<file path="src/pkg/hall_switch_defines.vh">
// Constants for the peak-tracking Hall switch logic.
// Assumes a 100 MHz core clock; included by the design file only.
`ifndef HALL_SWITCH_DEFINES_VH
`define HALL_SWITCH_DEFINES_VH

`define SAMPLE_WIDTH 10
`define HYST_WIDTH 4
`define CLOCK_PERIOD_NS 10
// Comparison pace: one sample per 200 clocks, i.e. 500 kHz nominal
`define SAMPLE_PERIOD_CYCLES 200
`define FAULT_SHUTDOWN_MIN_US 100
`define FAULT_SHUTDOWN_MAX_US 200
// Least time rounds up; 100 us at 10 ns period
`define FAULT_SHUTDOWN_CYCLES ((`FAULT_SHUTDOWN_MIN_US * 1000 + `CLOCK_PERIOD_NS - 1) / `CLOCK_PERIOD_NS)
`define SAMPLE_RESET_VALUE 10'h000
// Valley search starts at full scale so the first sample seeds the minimum
`define EXTREME_RESET_VALUE 10'h3ff

`endif

</file>
<file path="src/design/hall_peak_tracking_switch.v">
// Peak/valley tracking switch logic of a Hall gear-tooth sensor.
// Assumes a converter delivering field_sample on each sample_request and an analog
// short-circuit comparator; pin inputs are asynchronous to clock.
`include "hall_switch_defines.vh"
`default_nettype none

module hall_peak_tracking_switch #(
    parameter SAMPLE_WIDTH = `SAMPLE_WIDTH,
    parameter HYST_WIDTH = `HYST_WIDTH,
    parameter SAMPLE_PERIOD = `SAMPLE_PERIOD_CYCLES,
    parameter FAULT_CYCLES = `FAULT_SHUTDOWN_CYCLES
) (
    input wire clock,
    input wire resetn,
    input wire [SAMPLE_WIDTH-1:0] field_sample,
    input wire [HYST_WIDTH-1:0] switch_hysteresis_amount,
    input wire short_detect,
    input wire north_bias,
    output wire sample_request,
    output wire output_switch_point,
    output wire out_drive_oe,
    output wire fault_active,
    output wire test_mode
);

    // ------------------------------------------------------------
    // Reset release and pin synchronisers
    // ------------------------------------------------------------
    reg [1:0] rst_sync_reg;
    wire rst_n = rst_sync_reg[1];

    always @(posedge clock or negedge resetn) begin
        if (!resetn) begin
            rst_sync_reg <= 2'b00;
        end else begin
            rst_sync_reg <= {rst_sync_reg[0], 1'b1};
        end
    end

    // Three flops; a change counts once stages two and three agree
    reg [2:0] short_sync_reg;
    reg [2:0] north_sync_reg;
    reg short_reg;
    reg north_reg;

    always @(posedge clock or negedge rst_n) begin
        if (!rst_n) begin
            short_sync_reg <= 3'b000;
            north_sync_reg <= 3'b000;
            short_reg <= 1'b0;
            north_reg <= 1'b0;
        end else begin
            short_sync_reg <= {short_sync_reg[1:0], short_detect};
            north_sync_reg <= {north_sync_reg[1:0], north_bias};
            if (short_sync_reg[1] == short_sync_reg[2]) begin
                short_reg <= short_sync_reg[2];
            end
            if (north_sync_reg[1] == north_sync_reg[2]) begin
                north_reg <= north_sync_reg[2];
            end
        end
    end

    // ------------------------------------------------------------
    // Sample pacing
    // ------------------------------------------------------------
    reg [15:0] pace_reg;
    wire pace_tick = (pace_reg == SAMPLE_PERIOD[15:0] - 16'h0001);

    always @(posedge clock or negedge rst_n) begin
        if (!rst_n) begin
            pace_reg <= 16'h0000;
        end else if (pace_tick) begin
            pace_reg <= 16'h0000;
        end else begin
            pace_reg <= pace_reg + 16'h0001;
        end
    end

    assign sample_request = pace_tick;

    // ------------------------------------------------------------
    // Peak and valley tracking
    // ------------------------------------------------------------
    function [SAMPLE_WIDTH:0] widen;
        input [SAMPLE_WIDTH-1:0] value;
        begin
            widen = {1'b0, value};
        end
    endfunction

    localparam ST_ARM = 2'b00;
    localparam ST_RISE = 2'b01;
    localparam ST_FALL = 2'b10;

    reg [1:0] state_reg;
    reg [SAMPLE_WIDTH-1:0] hold_reg;
    reg [SAMPLE_WIDTH-1:0] extreme_reg;
    reg drive_reg;
    reg [SAMPLE_WIDTH-1:0] sample_reg;

    wire [SAMPLE_WIDTH:0] hyst_w;
    assign hyst_w = {{(SAMPLE_WIDTH+1-HYST_WIDTH){1'b0}}, switch_hysteresis_amount};
    wire rising = sample_reg > hold_reg;
    wire fell_from_max = widen(sample_reg) + hyst_w <= widen(extreme_reg);
    wire rose_from_min = widen(sample_reg) >= widen(extreme_reg) + hyst_w;

    reg sample_ready_reg;

    always @(posedge clock or negedge rst_n) begin
        if (!rst_n) begin
            sample_reg <= `SAMPLE_RESET_VALUE;
            sample_ready_reg <= 1'b0;
        end else begin
            sample_ready_reg <= pace_tick;
            if (pace_tick) begin
                sample_reg <= field_sample;
            end
        end
    end

    always @(posedge clock or negedge rst_n) begin
        if (!rst_n) begin
            state_reg <= ST_ARM;
            hold_reg <= `SAMPLE_RESET_VALUE;
            extreme_reg <= `EXTREME_RESET_VALUE;
            drive_reg <= 1'b0;
        end else if (north_reg) begin
            state_reg <= ST_ARM;
            extreme_reg <= `EXTREME_RESET_VALUE;
            drive_reg <= 1'b0;
        end else if (sample_ready_reg) begin
            hold_reg <= sample_reg;
            case (state_reg)
                ST_ARM: begin
                    // Track down to the first valley without touching the driver;
                    // full-scale start means no rise can count before a sample
                    if (sample_reg < extreme_reg) begin
                        extreme_reg <= sample_reg;
                    end else if (rose_from_min) begin
                        state_reg <= ST_RISE;
                        extreme_reg <= sample_reg;
                    end
                end
                ST_RISE: begin
                    if (rising && sample_reg > extreme_reg) begin
                        extreme_reg <= sample_reg;
                    end else if (fell_from_max) begin
                        drive_reg <= 1'b1;
                        state_reg <= ST_FALL;
                        extreme_reg <= sample_reg;
                    end
                end
                ST_FALL: begin
                    if (!rising && sample_reg < extreme_reg) begin
                        extreme_reg <= sample_reg;
                    end else if (rose_from_min) begin
                        drive_reg <= 1'b0;
                        state_reg <= ST_RISE;
                        extreme_reg <= sample_reg;
                    end
                end
                default: begin
                    state_reg <= ST_ARM;
                end
            endcase
        end
    end

    // ------------------------------------------------------------
    // Short-circuit shutdown timer
    // ------------------------------------------------------------
    reg [15:0] fault_cnt_reg;
    reg fault_reg;

    always @(posedge clock or negedge rst_n) begin
        if (!rst_n) begin
            fault_cnt_reg <= 16'h0000;
            fault_reg <= 1'b0;
        end else if (fault_reg) begin
            // Retry only after the full interval, even if the short has gone
            if (fault_cnt_reg == FAULT_CYCLES[15:0] - 16'h0001) begin
                fault_reg <= 1'b0;
                fault_cnt_reg <= 16'h0000;
            end else begin
                fault_cnt_reg <= fault_cnt_reg + 16'h0001;
            end
        end else if (short_reg && drive_reg) begin
            fault_reg <= 1'b1;
        end
    end

    reg test_reg;

    always @(posedge clock or negedge rst_n) begin
        if (!rst_n) begin
            test_reg <= 1'b0;
        end else begin
            test_reg <= north_reg;
        end
    end

    assign out_drive_oe = drive_reg & ~fault_reg;
    assign output_switch_point = drive_reg;
    assign fault_active = fault_reg;
    assign test_mode = test_reg;

endmodule // hall_peak_tracking_switch

`default_nettype wire

</file>
<file path="config.mk">
export PLATFORM = sky130hd
export DESIGN_NAME = hall_peak_tracking_switch
export DESIGN_NICKNAME = d
export VERILOG_FILES = /design/src/design/hall_peak_tracking_switch.v
export VERILOG_INCLUDE_DIRS = /design/src /design/src/pkg
export SDC_FILE = /design/constraint.sdc
export NUM_CORES = 1
export LEC_CHECK = 0
export ABC_AREA = 1
export BUFFER_PORTS_ARGS = -buffer_cell sky130_fd_sc_hd__buf_2
export CAP_MARGIN = 25
export CORE_ASPECT_RATIO = 0.5
export CORE_MARGIN = 1
export CORE_UTILIZATION = 30
export DETAILED_ROUTE_END_ITERATION = 8
export GPL_TIMING_DRIVEN = 0
export HOLD_SLACK_MARGIN = 0.02
export PLACE_DENSITY = 0.47
export SETUP_SLACK_MARGIN = 0.2
export SKIP_CTS_REPAIR_TIMING = 1
export SLEW_MARGIN = 20
export SYNTH_ARGS = -nofsm -noshare
export SYNTH_HDL_FRONTEND = slang
export SYNTH_SLANG_ARGS = --single-unit
</file>
<file path="constraint.sdc">
create_clock -name clock -period 2.5 [get_ports clock]
set_input_delay 0.5 -clock clock [delete_from_list [all_inputs] [get_ports clock]]
set_output_delay 0.5 -clock clock [all_outputs]
set_load 0.005 [all_outputs]
</file>
==> impl_metrics.env <==
export IMPL_cts_buffers=9
export IMPL_cts_max_path_buffers=2
export IMPL_worst_setup_path_start_kind="flip-flop"
export IMPL_fin_crit_ns=3.20
export IMPL_synthesis_nets=863
export IMPL_place_congestion=0.810
export IMPL_cap_violations=0
export IMPL_fin_ws_ns=-0.697
export IMPL_crit_arrival_ns=3.47
export IMPL_fp_dieArea_mm2=0.0196
export IMPL_grt_max_degree=54
export IMPL_cts_tree="built"
export IMPL_comb_power_share=0.618
export IMPL_ys_seq_area_frac=0.345
export IMPL_via_per_inst=4.61
export IMPL_grt_overflow=0
export IMPL_power_switching_mw=3.69
export IMPL_synth_top_cells_by_area="dfrtp_1 (30%), nand2_1 (13%), ha_1 (12%)"
export IMPL_yosysTopAreaCell="dfrtp_1"
export IMPL_syn_area_per_cell_um2=7.22
export IMPL_finClkSkew_ns=0.00744
export IMPL_grt_usage=0.167
export IMPL_status="finished with violations"
export IMPL_grt_pass1_wl_um=25400
export IMPL_dr_pass1_iters=4
export IMPL_io_pins=23
export IMPL_syn_inst=789
export IMPL_holdWs_ns=0.243
export IMPL_yosysWarnings=0
export IMPL_finalSetupTns_ns=-8.44
export IMPL_power_leakage_nw=3.73
export IMPL_failed_checks="setup timing"
export IMPL_setup_viol=13
export IMPL_area_growth_pct=26.9
export IMPL_die_width_um=197
export IMPL_worst_r2r_cell_count=20
export IMPL_total_power_mw=7.80
export IMPL_die_height_um=99.4
export IMPL_final_common_cell="nand2_1"
export IMPL_end_kind="flip-flop"
export IMPL_hold_violations=0
export IMPL_numPortBuffers=22
export IMPL_register_area_mm2=0.00197
export IMPL_dp_worst_setup_slack_ns=-1.00
export IMPL_synth_distinct_cells=37
export IMPL_coreArea_mm2=0.0185
export IMPL_post_drt_wl_per_cell_um=14.1
export IMPL_insertedDiodeCount=0
export IMPL_netlist_area_mm2=0.00569
export IMPL_htree_levels=3
export IMPL_slew_headroom=0.518
export IMPL_row_count=35
export IMPL_fin_crit_sh=1.28
export IMPL_rsz0062_at_grt="true"
export IMPL_clk_latency_ns=0.34
export IMPL_fin_nets=922
export IMPL_grt_antenna_before_repair=0
export IMPL_ir_drop_uv=530
export IMPL_final_cell_mix="nand2_1 (179), inv_1 (99), dfrtp_1 (62)"
export IMPL_clk_pin_slew_worst_paths_ns=0.06
export IMPL_worstHoldPathType="flip-flop to async pin"
export IMPL_clock_power_share=0.185
export IMPL_wl_um=15700
export IMPL_crit_fanout=5
export IMPL_drt_iter0_drc=268
export IMPL_postRouteAntennaNets=0
export IMPL_route_detailed_drc=0
export IMPL_cts_sinks=78
export IMPL_critPathKind="flip-flop to flip-flop"
export IMPL_cp_required_ns=2.78
export IMPL_ys_ff_latch=78
export IMPL_cts_root_buffer="clkbuf_16"
export IMPL_power_per_cell_area_mw_per_mm2=1080
export IMPL_start_util=0.308
export IMPL_grt_pass1_vias=4984
export IMPL_drive_above_1_share=0.238
export IMPL_num_vias=5123
export IMPL_worstMarginPinSlew_ns=0.723
export IMPL_timing_fmax_mhz=313
export IMPL_multi_input_area_mm2=0.00369
export IMPL_netSwitchingFraction=0.474
export IMPL_netlist_area_leader_share=0.299
export IMPL_pwr_share_seq=0.198
export IMPL_dpl_hpwl_um=11000
export IMPL_internal_power_mw=4.10
export IMPL_slew_violations=0
export IMPL_fill_cells=1937
-- routing by layer --
metal  up-vias  track usage  part of all wire  routed length [µm]
li1       2641            -                 -                   -
met3        22       0.0312             0.045                 700
met1      2377        0.232              0.50                7800
met2        83        0.266              0.44                6920
met4         0       0.0459             0.018                 275
met5         -            0                 0                   0
-- logic make-up (layout without fill, tap and decap cells) --
kind of cell	Yosys count	in the layout	share of synthesized area
compound gates	94	94	0.0877
xor+xnor	35	35	0.0538
flops	78	78	0.345
buf+inv	146	207	0.0976
other cells	1	1	0.000659
fa+ha+maj	58	58	0.129
simple gates	377	379	0.286
-- area by class of cell --
class / count / area share
clock inverter: 3 / 0.00935
tap: 259 / 0.0449
clock buffer: 12 / 0.0355
sequential: 78 / 0.273
inverter: 128 / 0.0676
timing repair buffer: 45 / 0.0433
multi-input combinational: 567 / 0.511
timing repair inverter: 1 / 0.000866
buffer: 18 / 0.0144
-- metrics by stage --
step / cells / cell area [µm²] / util
floorplan: 789 / 5810 / -
global placement: 1070 / 6240 / 0.338
finish: 1111 / 7220 / 0.391
global route: 1111 / 7220 / 0.391
CTS: 1086 / 6600 / 0.357
detailed placement: 1071 / 6270 / 0.339
-- worst paths after layout --
| path | from | to | slack, ns |
|---|---|---|---|
| setup / recovery | extreme_reg[0] | extreme_reg[1] | -0.70 |
| hold / removal | rst_sync_reg[1] | short_sync_reg[0] | 0.24 |
| setup reg to reg | extreme_reg[0] | extreme_reg[1] | -0.70 |
| hold reg to reg | rst_sync_reg[1] | short_sync_reg[0] | 0.24 |
| max in group asynchronous | rst_sync_reg[1] | extreme_reg[3] | 1.62 |
| min in group clock | short_detect | short_sync_reg[0] | 0.27 |
-- worst max-delay path, stage by stage, from the launching register on --
cell	delay (ns)
dfstp_2	0.59
ha_4	0.16
inv_2	0.04
fa_2	0.42
nor2_4	0.12
nor2_4	0.05
nor2_2	0.11
xor2_1	0.17
ha_1	0.27
nand2_2	0.10
inv_2	0.05
a21oi_4	0.14
a21oi_2	0.07
nand2_2	0.15
buf_8	0.17
nand3_2	0.10
nand3_2	0.08
nand2_1	0.07
nand2_1	0.07
nand2_1	0.06
a21oi_2	0.14
-- synth_stat cells (all sizes together) --
| library cell | instances |
|---|---|
| nand2 | 201 |
| maj3 | 2 |
| o22ai | 3 |
| o21bai | 4 |
| ha | 54 |
| and3 | 1 |
| a21oi | 33 |
| or2 | 2 |
| a21o | 4 |
| fa | 2 |
| buf | 4 |
| nand3b | 4 |
| dfrtp | 68 |
| dfstp | 10 |
| a21boi | 1 |
| o21ai | 48 |
| nand4 | 7 |
| o21a | 1 |
| nor2 | 71 |
| inv | 124 |
| xor2 | 28 |
| nand3 | 80 |
| nor3 | 6 |
| conb | 1 |
| nor4 | 5 |
| xnor2 | 7 |
| clkbuf | 14 |
| clkinv | 4 |
-- power groups by stage --
| stage | Combinational [mW] | Clock [mW] | Sequential [mW] |
|---|---|---|---|
| 2_1_floorplan | 2.82 | 0 | 1.50 |
| 3_3_place_gp | 3.53 | 0 | 1.57 |
| 3_5_place_dp | 3.59 | 0 | 1.55 |
| 4_1_cts | 3.60 | 1.50 | 1.53 |
| 5_1_grt | 5.40 | 1.55 | 1.56 |
| 6_report | 4.82 | 1.44 | 1.54 |
No activity file was read; power rests on OpenSTA's default activity.
